$ cat src/itce_map.vh
`ifndef ITCE_MAP_VH
`define ITCE_MAP_VH

// Permissive intertrip delay setting, in milliseconds
`define ITCE_PIT_DELAY_MAX_MS   8'hC8
`define ITCE_PIT_DELAY_RST_MS   8'h00
`define ITCE_PIT_DELAY_W        8
// Last prescaler count of one millisecond at a 10 MHz clock
`define ITCE_MS_LAST            14'h270F
`define ITCE_MS_CNT_W           14
// Outgoing message bit positions
`define ITCE_MSG_PERM_BIT       0
`define ITCE_MSG_DIRECT_BIT     1
`define ITCE_MSG_CMD_LSB        2
`define ITCE_MSG_W              10
// Number of user command bits
`define ITCE_CMD_BITS           8
// Current magnitude width
`define ITCE_CUR_W              16

`endif

$ cat src/itce_intertrip.v
`timescale 1ns/1ps
`include "itce_map.vh"

module itce_intertrip #(
    parameter CMD_BITS = `ITCE_CMD_BITS,
    parameter CUR_W    = `ITCE_CUR_W
) (
    input  wire                         CORE_CLK_IN,
    input  wire                         RESETN_IN,
    input  wire                         PERM_INPUT_IN,
    input  wire                         DIRECT_INPUT_IN,
    input  wire [CMD_BITS-1:0]          CMD_TX_COND_IN,
    input  wire                         RX_MSG_VALID_IN,
    input  wire [`ITCE_MSG_W-1:0]       RX_MSG_IN,
    input  wire [CUR_W-1:0]             LOCAL_CURRENT_IN,
    input  wire [CUR_W-1:0]             BASIC_CURRENT_THRESHOLD_IN,
    input  wire [`ITCE_PIT_DELAY_W-1:0] PERM_DELAY_MS_IN,
    input  wire                         INDICATION_RESET_IN,
    output reg  [`ITCE_MSG_W-1:0]       TX_MSG_OUT,
    output reg                          TRIP_3PH_OUT,
    output reg                          DIRECT_CONTACT_OUT,
    output reg  [CMD_BITS-1:0]          CMD_RX_OUT,
    output reg                          PERM_IND_OUT,
    output reg                          DIRECT_IND_OUT,
    output reg                          PERM_TIMING_OUT
);

    // Permissive timer states
    localparam [1:0] ST_IDLE   = 2'h0;
    localparam [1:0] ST_TIMING = 2'h1;
    localparam [1:0] ST_DONE   = 2'h2;

    // Prescaler end value and longest allowed delay
    localparam [`ITCE_MS_CNT_W-1:0]    MS_LAST   = `ITCE_MS_LAST;
    localparam [`ITCE_PIT_DELAY_W-1:0] DELAY_MAX = `ITCE_PIT_DELAY_MAX_MS;

    // Opto inputs come from the field; pulses under about one clock may be lost
    reg [1:0]                    perm_sync;
    reg [1:0]                    direct_sync;

    always @(posedge CORE_CLK_IN or negedge RESETN_IN)
    begin
        if (!RESETN_IN)
        begin
            perm_sync <= 2'h0;
        end
        else
        begin
            perm_sync <= {perm_sync[0], PERM_INPUT_IN};
        end
    end

    always @(posedge CORE_CLK_IN or negedge RESETN_IN)
    begin
        if (!RESETN_IN)
        begin
            direct_sync <= 2'h0;
        end
        else
        begin
            direct_sync <= {direct_sync[0], DIRECT_INPUT_IN};
        end
    end

    // Received flags are held between messages; a message without the flag clears it
    reg                          rx_perm;
    reg                          rx_direct;

    always @(posedge CORE_CLK_IN or negedge RESETN_IN)
    begin
        if (!RESETN_IN)
        begin
            rx_perm <= 1'b0;
        end
        else if (RX_MSG_VALID_IN)
        begin
            rx_perm <= RX_MSG_IN[`ITCE_MSG_PERM_BIT];
        end
    end

    always @(posedge CORE_CLK_IN or negedge RESETN_IN)
    begin
        if (!RESETN_IN)
        begin
            rx_direct <= 1'b0;
        end
        else if (RX_MSG_VALID_IN)
        begin
            rx_direct <= RX_MSG_IN[`ITCE_MSG_DIRECT_BIT];
        end
    end

    // Each command bit has its own synchroniser and its own held receive flop;
    // no fixed meaning is applied here, the scheme map decides what a bit does
    wire [CMD_BITS-1:0]          cmd_tx_sync;
    wire [CMD_BITS-1:0]          cmd_rx_held;

    genvar g;
    generate
        for (g = 0; g < CMD_BITS; g = g + 1)
        begin : g_cmd
            reg [1:0] tx_sync;
            reg       rx_held;

            always @(posedge CORE_CLK_IN or negedge RESETN_IN)
            begin
                if (!RESETN_IN)
                begin
                    tx_sync <= 2'h0;
                    rx_held <= 1'b0;
                end
                else
                begin
                    tx_sync <= {tx_sync[0], CMD_TX_COND_IN[g]};
                    if (RX_MSG_VALID_IN)
                    begin
                        rx_held <= RX_MSG_IN[`ITCE_MSG_CMD_LSB + g];
                    end
                end
            end

            assign cmd_tx_sync[g] = tx_sync[1];
            assign cmd_rx_held[g] = rx_held;
        end
    endgenerate

    // Transmit message: each bit follows its own programmed condition
    always @(posedge CORE_CLK_IN or negedge RESETN_IN)
    begin
        if (!RESETN_IN)
        begin
            TX_MSG_OUT <= {`ITCE_MSG_W{1'b0}};
        end
        else
        begin
            TX_MSG_OUT[`ITCE_MSG_PERM_BIT]              <= perm_sync[1];
            TX_MSG_OUT[`ITCE_MSG_DIRECT_BIT]            <= direct_sync[1];
            TX_MSG_OUT[`ITCE_MSG_CMD_LSB +: CMD_BITS]   <= cmd_tx_sync;
        end
    end

    always @(posedge CORE_CLK_IN or negedge RESETN_IN)
    begin
        if (!RESETN_IN)
        begin
            CMD_RX_OUT <= {CMD_BITS{1'b0}};
        end
        else
        begin
            CMD_RX_OUT <= cmd_rx_held;
        end
    end

    // Delay setting is clamped so an out-of-range value never stretches the timer
    reg [`ITCE_PIT_DELAY_W-1:0]  delay_ms;

    always @*
    begin
        if (PERM_DELAY_MS_IN > DELAY_MAX)
        begin
            delay_ms = DELAY_MAX;
        end
        else
        begin
            delay_ms = PERM_DELAY_MS_IN;
        end
    end

    reg [1:0]                    state;
    reg [1:0]                    next_state;
    reg [`ITCE_MS_CNT_W-1:0]     sub_cnt;
    reg [`ITCE_PIT_DELAY_W-1:0]  ms_cnt;

    // The counters run only while timing continues, so a lost flag restarts them
    wire                         timer_run  = (state == ST_TIMING) && (next_state == ST_TIMING);
    wire                         ms_tick    = (sub_cnt == MS_LAST);
    wire                         timer_done = (ms_cnt >= delay_ms);
    wire                         current_ok = (LOCAL_CURRENT_IN > BASIC_CURRENT_THRESHOLD_IN);
    wire                         perm_trip  = (next_state == ST_DONE) && current_ok;

    always @*
    begin
        next_state = state;
        case (state)
            ST_IDLE:
                if (rx_perm)
                    next_state = ST_TIMING;
            ST_TIMING:
                if (!rx_perm)
                    next_state = ST_IDLE;
                else if (timer_done)
                    next_state = ST_DONE;
            ST_DONE:
                if (!rx_perm)
                    next_state = ST_IDLE;
            default:
                next_state = ST_IDLE;
        endcase
    end

    always @(posedge CORE_CLK_IN or negedge RESETN_IN)
    begin
        if (!RESETN_IN)
        begin
            state <= ST_IDLE;
        end
        else
        begin
            state <= next_state;
        end
    end

    // Prescaler: one wrap per millisecond of timing
    always @(posedge CORE_CLK_IN or negedge RESETN_IN)
    begin
        if (!RESETN_IN)
        begin
            sub_cnt <= {`ITCE_MS_CNT_W{1'b0}};
        end
        else if (!timer_run || ms_tick)
        begin
            sub_cnt <= {`ITCE_MS_CNT_W{1'b0}};
        end
        else
        begin
            sub_cnt <= sub_cnt + 1'b1;
        end
    end

    // Whole milliseconds; it clears after reaching the setting because the state leaves timing
    always @(posedge CORE_CLK_IN or negedge RESETN_IN)
    begin
        if (!RESETN_IN)
        begin
            ms_cnt <= {`ITCE_PIT_DELAY_W{1'b0}};
        end
        else if (!timer_run)
        begin
            ms_cnt <= {`ITCE_PIT_DELAY_W{1'b0}};
        end
        else if (ms_tick)
        begin
            ms_cnt <= ms_cnt + 1'b1;
        end
    end

    // Trip is a level while the flag stays and the current check holds
    always @(posedge CORE_CLK_IN or negedge RESETN_IN)
    begin
        if (!RESETN_IN)
        begin
            TRIP_3PH_OUT <= 1'b0;
        end
        else
        begin
            TRIP_3PH_OUT <= perm_trip;
        end
    end

    // Direct path has no check and no delay beyond the holding flop and the output flop
    always @(posedge CORE_CLK_IN or negedge RESETN_IN)
    begin
        if (!RESETN_IN)
        begin
            DIRECT_CONTACT_OUT <= 1'b0;
        end
        else
        begin
            DIRECT_CONTACT_OUT <= rx_direct;
        end
    end

    always @(posedge CORE_CLK_IN or negedge RESETN_IN)
    begin
        if (!RESETN_IN)
        begin
            PERM_TIMING_OUT <= 1'b0;
        end
        else
        begin
            PERM_TIMING_OUT <= (next_state == ST_TIMING);
        end
    end

    // Indications latch until reset; a new event wins over the reset
    always @(posedge CORE_CLK_IN or negedge RESETN_IN)
    begin
        if (!RESETN_IN)
        begin
            PERM_IND_OUT <= 1'b0;
        end
        else if (perm_trip)
        begin
            PERM_IND_OUT <= 1'b1;
        end
        else if (INDICATION_RESET_IN)
        begin
            PERM_IND_OUT <= 1'b0;
        end
    end

    always @(posedge CORE_CLK_IN or negedge RESETN_IN)
    begin
        if (!RESETN_IN)
        begin
            DIRECT_IND_OUT <= 1'b0;
        end
        else if (rx_direct)
        begin
            DIRECT_IND_OUT <= 1'b1;
        end
        else if (INDICATION_RESET_IN)
        begin
            DIRECT_IND_OUT <= 1'b0;
        end
    end

endmodule

$ cat config.mk
export PLATFORM = sky130hd
export DESIGN_NAME = itce_intertrip
export DESIGN_NICKNAME = d
export VERILOG_FILES = /design/src/itce_intertrip.v
export VERILOG_INCLUDE_DIRS = /design/src
export SDC_FILE = /design/constraint.sdc
export NUM_CORES = 1
export LEC_CHECK = 0
export CAP_MARGIN = 25
export CORE_MARGIN = 3
export CORE_UTILIZATION = 50
export CTS_BUF_LIST = sky130_fd_sc_hd__clkbuf_2 sky130_fd_sc_hd__clkbuf_4 sky130_fd_sc_hd__clkbuf_8
export CTS_CLUSTER_SIZE = 24
export DETAILED_ROUTE_END_ITERATION = 7
export DONT_BUFFER_PORTS = 1
export GPL_TIMING_DRIVEN = 0
export SETUP_SLACK_MARGIN = 0.4
export SKIP_LAST_GASP = 1
export SLEW_MARGIN = 20
export SYNTH_ARGS = -nofsm -noshare
export SYNTH_HDL_FRONTEND = slang
export SYNTH_SLANG_ARGS = --single-unit
$ cat constraint.sdc
create_clock -name CORE_CLK_IN -period 2.43 [get_ports CORE_CLK_IN]
set_input_delay 0.3645 -clock CORE_CLK_IN [delete_from_list [all_inputs] [get_ports CORE_CLK_IN]]
set_output_delay 0.3645 -clock CORE_CLK_IN [all_outputs]
set_load 0.005 [all_outputs]
==> impl_results.rst, run 1 <==
.. list-table::
   :header-rows: 1

   * - Metric
     - Value
   * - Result of the run
     - complete, but fails checks
   * - Violations in the final reports
     - hold timing
   * - DR pass1 iterations
     - 4
   * - Post-layout util
     - 0.620
   * - Capturing element type of the critical path
     - flop
   * - Adder-cell share of the synthesized area
     - 0.100
   * - Total of max-cap violations
     - 0
   * - Remaining DRCs
     - 0
   * - Share of Yosys cell area claimed by the top area cell type
     - 0.592
   * - Cell total after placement
     - 343
   * - Number of global-route vias before repair
     - 2010
   * - Final count of pins violating max slew
     - 0
   * - Worst clock skew
     - 6.99 ps
   * - Multiplexer fraction of the synthesized cell area
     - 0.0377
   * - Routed vias
     - 1938
   * - Post-Synth Simple-Gate Area
     - 0.130
   * - Initial core utilization
     - 0.534
   * - Peak VDD IR
     - 555 uV
   * - End of the worst register-to-register path
     - ms_cnt[7]
   * - Share of the cycle needed by the critical path after routing
     - 0.954
   * - Rows
     - 28
   * - Routability Congestion
     - 0.735
   * - Detailed placement HPWL
     - about 3.8 mm
   * - Post-synthesis cell type with the largest combined area
     - dfrtp_1
   * - Post-synthesis xor/xnor area fraction
     - 0.0511
   * - Most frequent standard cell in the layout excluding fill and tap cells
     - dfrtp_1
   * - Worst hold slack
     - -303 ps
   * - Startpoint types
     - input port
   * - Post-synthesis compound-gate area fraction
     - 0.0531
   * - Total overflow reported by the global router
     - 0
   * - Routed wire length
     - 5.27 mm
   * - Master cell of the clock root buffer
     - clkbuf_8
   * - Leak
     - ~0.0017 uW
   * - Combined area of all synthesized cells
     - 3250 um2
   * - Unique cell type count in the Yosys netlist
     - 39
   * - Worst slew slack as a fraction of its limit
     - 0.599
   * - Number of design-rule violations left by the first detailed-router iteration
     - 77
   * - TritonCTS clock tree
     - built
   * - Clock latency on the worst-skew pair
     - 350 ps
   * - Origin of the critical flop-to-flop path
     - sub_cnt[6]
   * - Highest-count cells in the layout ignoring fill and taps
     - dfrtp_1, ha_1, inv_1, nor2_1, xnor2_1
   * - Fill cell instance count of the final layout
     - 512
   * - Kind of path behind the tightest hold check
     - in -> async
   * - Largest cells by area after synthesis
     - dfrtp_1, ha_1, xnor2_1
   * - Required time of the worst setup path
     - 2710 ps
   * - Final antenna-violating net count
     - 0
   * - H-Tree Level Count
     - 3
   * - Worst-margin pin slew
     - 601 ps
   * - Logic depth of the worst register-to-register path
     - 6
   * - First-pass GRT wire length
     - 8.69 mm
   * - Total CTS buffers
     - 9
   * - Wire length per cell
     - 14.2 um
   * - Gate count of the mapped netlist
     - 268
   * - Placeable core region
     - 6100 um2
   * - Power per cell area
     - between 600 and 700 nW/um2
   * - Number of synthesized register bits
     - between 70 and 80
   * - Initial antenna violation count
     - 0
   * - Dominant combinational cell family by area after synthesis
     - simple AND/OR/NAND/NOR gates
   * - N_diodes
     - 0
   * - Pin count of the biggest net entering global routing
     - 78
   * - Non-filler cells, final
     - 371
   * - Worst setup endpoint
     - sub_cnt[12]
   * - Critical path peak fanout
     - 10
   * - Total track usage
     - 0.153
   * - Startpoint-to-endpoint class of the critical path
     - in -> reg
   * - Hold violation total from the final report
     - 77
   * - Horizontal extent of the die
     - 86.7 um
   * - Clock transition at the registers of the reported paths
     - roughly 90 ps
   * - Syn nets
     - between 300 and 400
   * - Avg Cell Area, Syn
     - roughly 12 um2
   * - Number of input and output port buffers inserted
     - 0
   * - Worst endpoint data arrival time
     - 2600 ps
   * - Fraction of final layout cells sized beyond drive strength 1
     - 0.179
   * - DIE AREA
     - between 7000 and 8000 um2
   * - Detail-routed via count per cell
     - about 5.2
   * - Synthesis warning total
     - 0
   * - Setup repair after global routing missed its margin
     - yes
   * - Fraction of the yosys area taken by sequential cells
     - 0.592
   * - Boundary Pins
     - 87
   * - Critical path startpoint
     - PERM_DELAY_MS_IN[2]
   * - Time the worst path needs with I/O delays and setup
     - around 2300 ps
   * - F_max
     - 431 MHz
   * - Height of the die
     - roughly 87 um
   * - CTS sink count
     - 77
   * - Synth-to-Final Area Change
     - 16.1%
   * - Final #Nets
     - 381
   * - Slack of the worst reg-to-reg path
     - 130 ps
   * - Maximum clock path buffer count
     - 2
   * - Number of failing setup endpoints in the final timing report
     - 0
## how the worst min path moves through the flow
| stage | start | endpoint | slack [ps] | depth (start not counted) |
|---|---|---|---|---|
| final | RESETN_IN | perm_sync[0] | -300 | 0 |
| after global routing | RESETN_IN | perm_sync[0] | -340 | 0 |
| after CTS | RESETN_IN | perm_sync[0] | -330 | 0 |
| after detailed placement | RESETN_IN | perm_sync[0] | 70 | 0 |
| after global placement | RESETN_IN | perm_sync[0] | 70 | 0 |
| after floorplan | RESETN_IN | CMD_RX_OUT[0] | 70 | 0 |
## cells by family after synthesis
kind of cell               count (synthesis)
xor gates and xnor gates                  19
and+or+nand+nor                           80
AOI/OAI and AO/OA                         26
muxes                                     11
DFF                                       77
adders and majority gates                 26
buffers and inverters                     29
## report_power, final
| part | switching, uW | internal, uW |
|---|---|---|
| Combinational | 79.4 | 88.8 |
| Clock | 518 | 406 |
| Sequential | 34.4 | 1350 |
| Total | 632 | 1840 |
## critical path, cell delays in order
cell and delay (ps):
o31a_1 280, o311ai_2 240, and2_1 170, ha_1 220, nand2b_4 150, a2111oi_4 330
o211ai_1 200, nand4b_1 320, buf_6 210, nor2_1 90
## state kept, by name, summed over array words and instances, names as in the netlist
| register | count |
|---|---|
| PERM_IND_OUT | 1 |
| state | 2 |
| DIRECT_CONTACT_OUT | 1 |
| perm_sync | 2 |
| ms_cnt | 8 |
| g_cmd.tx_sync | 16 |
| rx_perm | 1 |
| TRIP_3PH_OUT | 1 |
| sub_cnt | 14 |
| TX_MSG_OUT | 10 |
| CMD_RX_OUT | 8 |
| PERM_TIMING_OUT | 1 |
| direct_sync | 2 |
| rx_direct | 1 |
| DIRECT_IND_OUT | 1 |
| g_cmd.rx_held | 8 |
## layer usage
metal / part of all wire / global-route usage / up-vias
met3: 0.094 / 0.0627 / 7
met4: 0.016 / 0.0765 / 0
met1: 0.43 / 0.186 / 912
met5: 0 / 0 / -
met2: 0.46 / 0.234 / 63
li1: - / - / 956
## cells in the mapped netlist
master,instances
nand3_1,6
clkbuf_1,2
or4_4,1
mux2i_1,1
o211ai_1,2
xnor2_1,16
a2111oi_0,2
a211oi_1,1
xor2_1,3
a21o_1,4
or3_1,1
inv_1,25
nand2_1,13
and4_1,1
o32ai_1,1
nor3_1,5
nor2b_1,4
nand4b_1,1
nor4_2,1
nand2b_1,2
o311ai_0,1
or4b_1,2
and2_1,1
dfrtp_1,77
nor4_1,1
mux2_2,10
nand4_1,9
a21oi_1,10
o41ai_1,1
buf_6,1
nor2_2,2
ha_1,26
o21ai_0,2
nor4_4,1
nor2_1,28
o21a_1,1
buf_2,1
and3_1,1
o31a_1,1
## through the flow
stage / cell area [um2] / setup WS [ps] / hold WS, ps / total power (uW) / setup TNS [ps]
floorplan: 3300 / -182 / 68.9 / 1510 / -2350
global placement: 3400 / -369 / 70.4 / 1540 / -7580
detailed placement: 3400 / -396 / 70.3 / 1550 / -7900
CTS: 3650 / 51.7 / -325 / 2490 / 0
global route: 3780 / -48.7 / -338 / 2600 / -353
finish: 3780 / 111 / -303 / 2470 / 0
## timing repair
| action | CTS | global route |
|---|---|---|
| hold endpoints to repair | 77 | 84 |
| endpoints found under the setup margin | 25 | 27 |
| buffers inserted | 3 | 1 |
| gates cloned | 1 | 0 |
| pin swaps | 6 | 4 |
| gates resized for setup | 5 | 15 |
## cell type report
| class | instances | area [um2] | share of cell area |
|---|---|---|---|
| clock buffers | 9 | 124 | 0.0328 |
| flip-flops and latches | 77 | 1930 | 0.510 |
| clock inverters | 7 | 73.8 | 0.0195 |
| repair buffers | 12 | 115 | 0.0305 |
| well taps | 75 | 93.8 | 0.0248 |
| inverters | 25 | 93.8 | 0.0248 |
| plain buffers | 4 | 41.3 | 0.0109 |
| multi-input cells | 162 | 1310 | 0.347 |
Power figures use the tool's default switching activity.
==> run 2: changes to the inputs <==
--- a/config.mk
+++ b/config.mk
@@ -6,7 +6,7 @@
 export SDC_FILE = /design/constraint.sdc
 export NUM_CORES = 1
 export LEC_CHECK = 0
-export CAP_MARGIN = 25
+export CAP_MARGIN = 20
 export CORE_MARGIN = 3
 export CORE_UTILIZATION = 50
 export CTS_BUF_LIST = sky130_fd_sc_hd__clkbuf_2 sky130_fd_sc_hd__clkbuf_4 sky130_fd_sc_hd__clkbuf_8
@@ -14,9 +14,9 @@
 export DETAILED_ROUTE_END_ITERATION = 7
 export DONT_BUFFER_PORTS = 1
 export GPL_TIMING_DRIVEN = 0
+export PLACE_DENSITY = 0.68
 export SETUP_SLACK_MARGIN = 0.4
 export SKIP_LAST_GASP = 1
-export SLEW_MARGIN = 20
 export SYNTH_ARGS = -nofsm -noshare
 export SYNTH_HDL_FRONTEND = slang
 export SYNTH_SLANG_ARGS = --single-unit
==> constraint.sdc (replaced) <==
create_clock -name CORE_CLK_IN -period 2.1 [get_ports CORE_CLK_IN]
set_input_delay 0.315 -clock CORE_CLK_IN [delete_from_list [all_inputs] [get_ports CORE_CLK_IN]]
set_output_delay 0.315 -clock CORE_CLK_IN [all_outputs]
set_load 0.005 [all_outputs]
==> run 2 against run 1 <==
  * The flow finishes with violations (hold timing, setup timing)
  * Combinational power grew 16%
  * Die area is the same
  * Clock skew grew 6.0 ps
  * Highest routed layer unchanged
==> impl_results.rst, run 2 (synthesis results as in run 1) <==
.. list-table::
   :header-rows: 1

   * - Metric
     - Value
   * - Result of the run
     - complete, but fails checks (unchanged)
   * - Violations in the final reports
     - hold timing, setup timing (was hold timing)
   * - Height of the die
     - 86.7 um (unchanged)
   * - Final count of pins violating max slew
     - 0 (unchanged)
   * - DIE AREA
     - 7510 um2 (unchanged)
   * - Total overflow reported by the global router
     - 0 (unchanged)
   * - Power per cell area
     - 772 nW/um2 (was 654 nW/um2)
   * - Critical path buffer and inverter count
     - 1 (unchanged)
   * - Total of max-cap violations
     - 0 (unchanged)
   * - Leak
     - 0.00172 uW (was 0.00170 uW)
   * - Remaining DRCs
     - 0 (unchanged)
   * - Slack of the worst reg-to-reg path
     - -130 ps (was 130 ps)
   * - Routability Congestion
     - 0.762 (was 0.735)
   * - Number of input and output port buffers inserted
     - 0 (unchanged)
   * - Logic depth of the worst register-to-register path
     - 6 (unchanged)
   * - Share of the cycle needed by the critical path after routing
     - 1.07
   * - Number of failing setup endpoints in the final timing report
     - 22 (was 0)
   * - Cell total after placement
     - 343 (unchanged)
   * - CTS sink count
     - 77 (unchanged)
   * - Top reg by flops
     - g_cmd.tx_sync (unchanged)
   * - Total track usage
     - 0.157 (was 0.153)
   * - Clock latency on the worst-skew pair
     - 350 ps (about the same)
   * - Detail-routed via count per cell
     - 5.34 (was 5.22)
   * - Library cell contributing the largest single delay on the critical path
     - nand4b_1 (was a2111oi_4)
   * - Sequential Power Share
     - 0.542 (was 0.558)
   * - Total of hold buffers inserted after clock tree synthesis
     - 10
   * - TritonCTS clock tree
     - built (unchanged)
   * - Horizontal extent of the die
     - 86.7 um (unchanged)
   * - DR pass1 iterations
     - 4 (unchanged)
   * - Origin of the critical flop-to-flop path
     - sub_cnt[7] (was sub_cnt[6])
   * - PnR worst setup slack
     - -144 ps (was 111 ps)
   * - Initial core utilization
     - 0.534 (unchanged)
   * - Worst slew slack as a fraction of its limit
     - 0.556 (was 0.599)
   * - Time the worst path needs with I/O delays and setup
     - 2240 ps
   * - Wire length per cell
     - 14.6 um (was 14.2 um)
   * - Startpoint types
     - input port (unchanged)
   * - Internal portion of total power
     - 2240 uW (was 1840 uW)
   * - Number of design-rule violations left by the first detailed-router iteration
     - 55 (was 77)
   * - H-Tree Level Count
     - 3 (unchanged)
   * - Highest-count cells in the layout ignoring fill and taps
     - dfrtp_1, ha_1, inv_1, nor2_1, xnor2_1 (unchanged)
   * - Kind of path behind the tightest hold check
     - in -> async (unchanged)
   * - Worst endpoint data arrival time
     - 2520 ps (was 2600 ps)
   * - Boundary Pins
     - 87 (unchanged)
   * - Psw
     - 711 uW (was 632 uW)
   * - Non-filler cells, final
     - 374 (was 371)
   * - Critical path peak fanout
     - 5 (was 10)
   * - F_max
     - 446 MHz
   * - Final #Nets
     - 384 (was 381)
   * - Setup repair after global routing missed its margin
     - yes (unchanged)
   * - Required time of the worst setup path
     - 2380 ps (was 2710 ps)
   * - Routed vias
     - 1999 (was 1938)
   * - Capturing element type of the critical path
     - flop (unchanged)
   * - Placeable core region
     - 6100 um2 (unchanged)
   * - Crit path cell chain
     - o31a_1 > o311ai_4 > and2_1 > ha_1 > nand2b_4 > a2111oi_4 > o211ai_1 > nand4b_1 > buf_6 > nor2_4 (was o31a_1 > o311ai_2 > and2_1 > ha_1 > nand2b_4 > a2111oi_4 > o211ai_1 > nand4b_1 > buf_6 > nor2_1)
   * - N_diodes
     - 0 (unchanged)
   * - Flip-flop count of the largest register, all copies and words added
     - 16 (unchanged)
   * - Gate family responsible for the most delay along the worst path
     - compound AO/OA/AOI/OAI gates (unchanged)
   * - First-pass GRT wire length
     - 8.93 mm (was 8.69 mm)
   * - Pre-CTS worst setup slack
     - -680 ps (was -396 ps)
   * - Worst hold slack
     - -343 ps (was -303 ps)
   * - Worst-margin pin slew
     - 667 ps (was 601 ps)
   * - Fraction of final layout cells sized beyond drive strength 1
     - 0.181 (was 0.179)
   * - Startpoint-to-endpoint class of the critical path
     - in -> reg (unchanged)
   * - Routed wire length
     - 5.48 mm (was 5.27 mm)
   * - Maximum clock path buffer count
     - 2 (unchanged)
   * - Peak VDD IR
     - 692 uV (was 555 uV)
   * - Initial antenna violation count
     - 0 (unchanged)
   * - Final antenna-violating net count
     - 0 (unchanged)
   * - Most frequent standard cell in the layout excluding fill and tap cells
     - dfrtp_1 (unchanged)
   * - Post-layout util
     - 0.626 (was 0.620)
   * - End of the worst register-to-register path
     - ms_cnt[6] (was ms_cnt[7])
   * - Worst path max stage delay
     - 330 ps (about the same)
   * - Largest regs
     - g_cmd.tx_sync (16), sub_cnt (14), TX_MSG_OUT (10) (unchanged)
   * - Sw frac
     - 0.241 (was 0.256)
   * - Synth-to-Final Area Change
     - 17.3% (was 16.1%)
   * - Master cell of the clock root buffer
     - clkbuf_8 (unchanged)
   * - Worst clock skew
     - 13.0 ps (was 6.99 ps)
   * - Pin count of the biggest net entering global routing
     - 78 (unchanged)
   * - Hold violation total from the final report
     - 77 (unchanged)
   * - Clk network pwr share
     - 0.392 (was 0.374)
   * - Rows
     - 28 (unchanged)
   * - Logic pwr share
     - 0.066 (was 0.068)
   * - Detailed placement HPWL
     - 3.82 mm (was 3.78 mm)
   * - Total CTS buffers
     - 9 (unchanged)
   * - Number of global-route vias before repair
     - 1961 (was 2010)
   * - Clock transition at the registers of the reported paths
     - 90 ps (about the same)
   * - Power Total
     - 2950 uW (was 2470 uW)
==> run 2: cell types whose count changed in the layout (fill, tap and decap cells not counted), sizes merged <==
cell | before | now
dlygate4sd3 | 7 | 10
clkinv | 2 | 0
clkinvlp | 0 | 1
bufinv | 0 | 1
==> run 2: worst max path at each step <==
stage,cells past startpoint,endpoint,slack (ps),startpoint
after global routing,10,sub_cnt[12],-270,PERM_DELAY_MS_IN[2]
after detailed placement,10,ms_cnt[3],-680,PERM_DELAY_MS_IN[2]
after global placement,10,sub_cnt[2],-630,PERM_DELAY_MS_IN[2]
final,10,sub_cnt[6],-140,PERM_DELAY_MS_IN[2]
after CTS,10,ms_cnt[4],-190,PERM_DELAY_MS_IN[2]
after floorplan,10,ms_cnt[1],-460,PERM_DELAY_MS_IN[2]
==> run 2: worst reg2reg max path, cell delays in order, from the launching register on <==
cell and delay [ps]:
dfrtp_1 420, or4b_1 520, or4_4 520, buf_6 160, nor4_2 280, xnor2_1 170
nor2_2 50
==> run 2: routing by layer <==
layer / GRT usage / up-vias / part of all wire / routed length [um]
met2: 0.249 / 67 / 0.47 / 2600
li1: - / 971 / - / -
met4: 0.0510 / 0 / 0.0089 / 49
met1: 0.188 / 956 / 0.43 / 2350
met3: 0.0779 / 5 / 0.087 / 479
met5: 0 / - / 0 / 0
==> run 2: per-stage QoR <==
step | TNS [ps] | hold WS (ps) | cell area, um2
2_1_floorplan | -8950 | 19.4 | 3300
3_3_place_gp | -14490 | 22.3 | 3400
3_5_place_dp | -15050 | 22.2 | 3400
4_1_cts | -3600 | -366 | 3760
5_1_grt | -5700 | -381 | 3820
6_report | -2890 | -343 | 3820
==> run 2: power groups by stage <==
stage	clock (uW)	sequential, uW	combinational (uW)
after floorplan	0	1610	135
after global placement	0	1630	156
after detailed placement	0	1630	161
after CTS	1190	1600	188
after global routing	1270	1610	222
final	1160	1600	195
==> run 2: repair_timing <==
action | in CTS | in global routing
cloned | 1 | 0
hold endpoints to repair | 87 | 77
resized for setup | 10 | 11
buffers inserted | 1 | 3
setup endpoints to repair | 27 | 27
pin swaps | 4 | 3
==> run 2: final cells by class <==
type                       count  area [um2]
tap                           75        93.8
clock inverter                 7        86.3
fill                         488        2280
sequential                    77        1930
buffer                         4        41.3
multi-input combinational    162        1310
inverter                      25        93.8
timing repair buffer          15         141
clock buffer                   9         124
==> run 3: changes to the inputs <==
--- a/config.mk
+++ b/config.mk
@@ -14,7 +14,6 @@
 export DETAILED_ROUTE_END_ITERATION = 7
 export DONT_BUFFER_PORTS = 1
 export GPL_TIMING_DRIVEN = 0
-export PLACE_DENSITY = 0.68
 export SETUP_SLACK_MARGIN = 0.4
 export SKIP_LAST_GASP = 1
 export SYNTH_ARGS = -nofsm -noshare
==> constraint.sdc (replaced) <==
create_clock -name CORE_CLK_IN -period 2.89 [get_ports CORE_CLK_IN]
set_input_delay 0.4335 -clock CORE_CLK_IN [delete_from_list [all_inputs] [get_ports CORE_CLK_IN]]
set_output_delay 0.4335 -clock CORE_CLK_IN [all_outputs]
set_load 0.005 [all_outputs]
==> run 3 against run 2 <==
  * The flow now finishes without violations
  * Total power decreased by 31%
  * Die area unchanged
  * Non-clock buffer count decreased by 10
  * First-iteration DRC count increased by 7.3%
  * Critical path depth unchanged
  * Setup slack improved by 620 ps
  * Hold slack improved by 460 ps
  * Combinational power decreased by 21%
  * Sequential power decreased by 28%
  * Critical endpoint is now sub_cnt[2]
  * Largest power group unchanged
  * Highest routed layer is now met3
==> impl_results.rst, run 3 (synthesis results as in run 1) <==
.. list-table::
   :header-rows: 1

   * - Metric
     - Value
   * - Result of the run
     - complete, no violations (was complete, but fails checks)
   * - Placeable core region
     - 6100 um2 (unchanged)
   * - F_max
     - around 410 MHz
   * - Number of global-route vias before repair
     - 1906 (was 1961)
   * - Routed wire length
     - 5.08 mm (was 5.48 mm)
   * - Detailed placement HPWL
     - 3.69 mm (was 3.82 mm)
   * - Height of the die
     - 86.7 um (unchanged)
   * - Final count of pins violating max slew
     - 0 (unchanged)
   * - Number of failing setup endpoints in the final timing report
     - 0 (was 22)
   * - Startpoint-to-endpoint class of the critical path
     - in -> reg (unchanged)
   * - Kind of path behind the tightest hold check
     - in -> reg (was in -> async)
   * - Maximum clock path buffer count
     - 2 (unchanged)
   * - Flip-flop count of the largest register, all copies and words added
     - 16 (unchanged)
   * - CTS sink count
     - 77 (unchanged)
   * - Total track usage
     - 0.145 (was 0.157)
   * - Worst hold slack
     - 116 ps (was -343 ps)
   * - Setup repair after global routing missed its margin
     - yes (unchanged)
   * - Horizontal extent of the die
     - 86.7 um (unchanged)
   * - Highest-count cells in the layout ignoring fill and taps
     - dfrtp_1, nor2_1, ha_1, inv_1, xnor2_1 (was dfrtp_1, ha_1, inv_1, nor2_1, xnor2_1)
   * - Post-layout util
     - 0.606 (was 0.626)
   * - Worst slew slack as a fraction of its limit
     - 0.667 (was 0.556)
   * - Routability Congestion
     - 0.698 (was 0.762)
   * - DP Area
     - 3400 um2 (unchanged)
   * - TritonCTS clock tree
     - built (unchanged)
   * - Top reg by flops
     - g_cmd.tx_sync (unchanged)
   * - Startpoint types
     - input port (unchanged)
   * - H-Tree Level Count
     - 3 (unchanged)
   * - Final antenna-violating net count
     - 0 (unchanged)
   * - Share of the cycle needed by the critical path after routing
     - 0.836
   * - Total CTS buffers
     - 9 (unchanged)
   * - Required time of the worst setup path
     - 3160 ps (was 2380 ps)
   * - Clock transition at the registers of the reported paths
     - 80 ps (was 90 ps)
   * - DIE AREA
     - 7510 um2 (unchanged)
   * - Synth-to-Final Area Change
     - 13.5% (was 17.3%)
   * - Capturing element type of the critical path
     - flop (unchanged)
   * - Initial core utilization
     - 0.534 (unchanged)
   * - Number of design-rule violations left by the first detailed-router iteration
     - 59 (was 55)
   * - Initial antenna violation count
     - 0 (unchanged)
   * - Clock latency on the worst-skew pair
     - 340 ps (was 350 ps)
   * - Library cell contributing the largest single delay on the critical path
     - or3_4 (was nand4b_1)
   * - Rows
     - 28 (unchanged)
   * - Worst path max stage delay
     - 400 ps (was 330 ps)
   * - Setup TNS
     - 0 ps (was -2890 ps)
   * - Leak
     - 0.00167 uW (was 0.00172 uW)
   * - Power Total
     - 2030 uW (was 2950 uW)
   * - Worst clock skew
     - 7.92 ps (was 13.0 ps)
   * - Routed vias
     - 1882 (was 1999)
   * - Pin count of the biggest net entering global routing
     - 78 (unchanged)
   * - Boundary Pins
     - 87 (unchanged)
   * - Total of max-cap violations
     - 0 (unchanged)
   * - Most frequent standard cell in the layout excluding fill and tap cells
     - dfrtp_1 (unchanged)
   * - Remaining DRCs
     - 0 (unchanged)
   * - First-pass GRT wire length
     - 8.55 mm (was 8.93 mm)
   * - Worst-margin pin slew
     - 500 ps (was 667 ps)
   * - Time the worst path needs with I/O delays and setup
     - 2420 ps
   * - Number of input and output port buffers inserted
     - 0 (unchanged)
   * - Fill cell instance count of the final layout
     - 508 (was 488)
   * - Largest regs
     - g_cmd.tx_sync (16), sub_cnt (14), TX_MSG_OUT (10) (unchanged)
   * - N_diodes
     - 0 (unchanged)
   * - Crit path cell chain
     - o31a_1 > o311ai_4 > and2_1 > ha_1 > nand2b_4 > a2111oi_4 > o211ai_1 > or3_4 > clkbuf_16 > nor2_4 (was o31a_1 > o311ai_4 > and2_1 > ha_1 > nand2b_4 > a2111oi_4 > o211ai_1 > nand4b_1 > buf_6 > nor2_4)
   * - Critical path peak fanout
     - 4 (was 5)
   * - Summed area of non-filler cells in the final layout
     - 3690 um2 (was 3820 um2)
   * - Detail-routed via count per cell
     - 5.17 (was 5.34)
   * - Worst endpoint data arrival time
     - 2690 ps (was 2520 ps)
   * - Master cell of the clock root buffer
     - clkbuf_8 (unchanged)
   * - Final #Nets
     - 374 (was 384)
   * - Wire length per cell
     - 14.0 um (was 14.6 um)
   * - Peak VDD IR
     - 506 uV (was 692 uV)
   * - Total overflow reported by the global router
     - 0 (unchanged)
   * - Power per cell area
     - 550 nW/um2 (was 772 nW/um2)
   * - DR pass1 iterations
     - 4 (unchanged)
   * - Hold violation total from the final report
     - 0 (was 77)
   * - Fraction of final layout cells sized beyond drive strength 1
     - 0.152 (was 0.181)
## run 3: cell types whose count changed in the layout (fill, tap and decap cells not counted), moves of 2 or more
| cell | delta |
|---|---|
| nor2_4 | -2 |
| a21oi_2 | -2 |
| dlygate4sd3_1 | -9 |
| a21oi_1 | +2 |
| nor2_2 | -6 |
| nor2_1 | +8 |
| buf_4 | -2 |
## run 3: through the flow
stage | instances | setup WS, ps
after CTS | 362 | 434
after global routing | 364 | 358
after global placement | 343 | -6.08
after floorplan | 268 | 208
after detailed placement | 343 | 3.12
final | 364 | 473
## run 3: area by class of cell
class | count | area (um2) | share of cell area
inverters | 25 | 93.8 | 0.0254
clock inverters | 7 | 57.6 | 0.0156
multi-input cells | 162 | 1280 | 0.346
repair buffers | 5 | 77.6 | 0.0210
clock buffers | 9 | 124 | 0.0335
plain buffers | 4 | 41.3 | 0.0112
well taps | 75 | 93.8 | 0.0254
flip-flops and latches | 77 | 1930 | 0.522
## run 3: power by group
part / internal, uW / switching (uW)
Sequential: 1130 / 28.2
Combinational: 74.1 / 81.3
Clock: 323 / 394
Total: 1530 / 503
## run 3: routing by layer
layer | vias up | share of wire | track usage
li1 | 947 | - | -
met3 | 0 | 0.082 | 0.0808
met2 | 49 | 0.47 | 0.216
met4 | 0 | 0 | 0.0255
met5 | - | 0 | 0
met1 | 886 | 0.45 | 0.191
## run 3: timing repair
action | 4_1_cts | 5_1_grt
gates cloned | 0 | 1
pin swaps | 4 | 1
setup buffers | 1 | 1
endpoints found under the hold margin | 77 | 0
resized for setup | 0 | 8
setup endpoints to repair | 19 | 19
hold buffers | 2 | 0
## run 3: critical path: cells and delay by family
kind / cells / cell delay (ps)
buffers and inverters: 1 / 180
AND/OR/NAND/NOR: 4 / 790
AO/OA/AOI/OAI: 4 / 1050
adder cells (fa/ha/maj): 1 / 220
## run 3: worst paths after layout
check | from | to | slack, ps | cells after the start
max | PERM_DELAY_MS_IN[2] | sub_cnt[2] | 470 | 10
min | CMD_TX_COND_IN[0] | g_cmd[0].tx_sync[0] | 120 | 0
max reg2reg | sub_cnt[6] | ms_cnt[6] | 600 | 6
min reg2reg | g_cmd[4].tx_sync[1] | TX_MSG_OUT[6] | 350 | 0
max in group asynchronous | RESETN_IN | ms_cnt[2] | 1960 | 2
min in group asynchronous | RESETN_IN | perm_sync[1] | 660 | 2
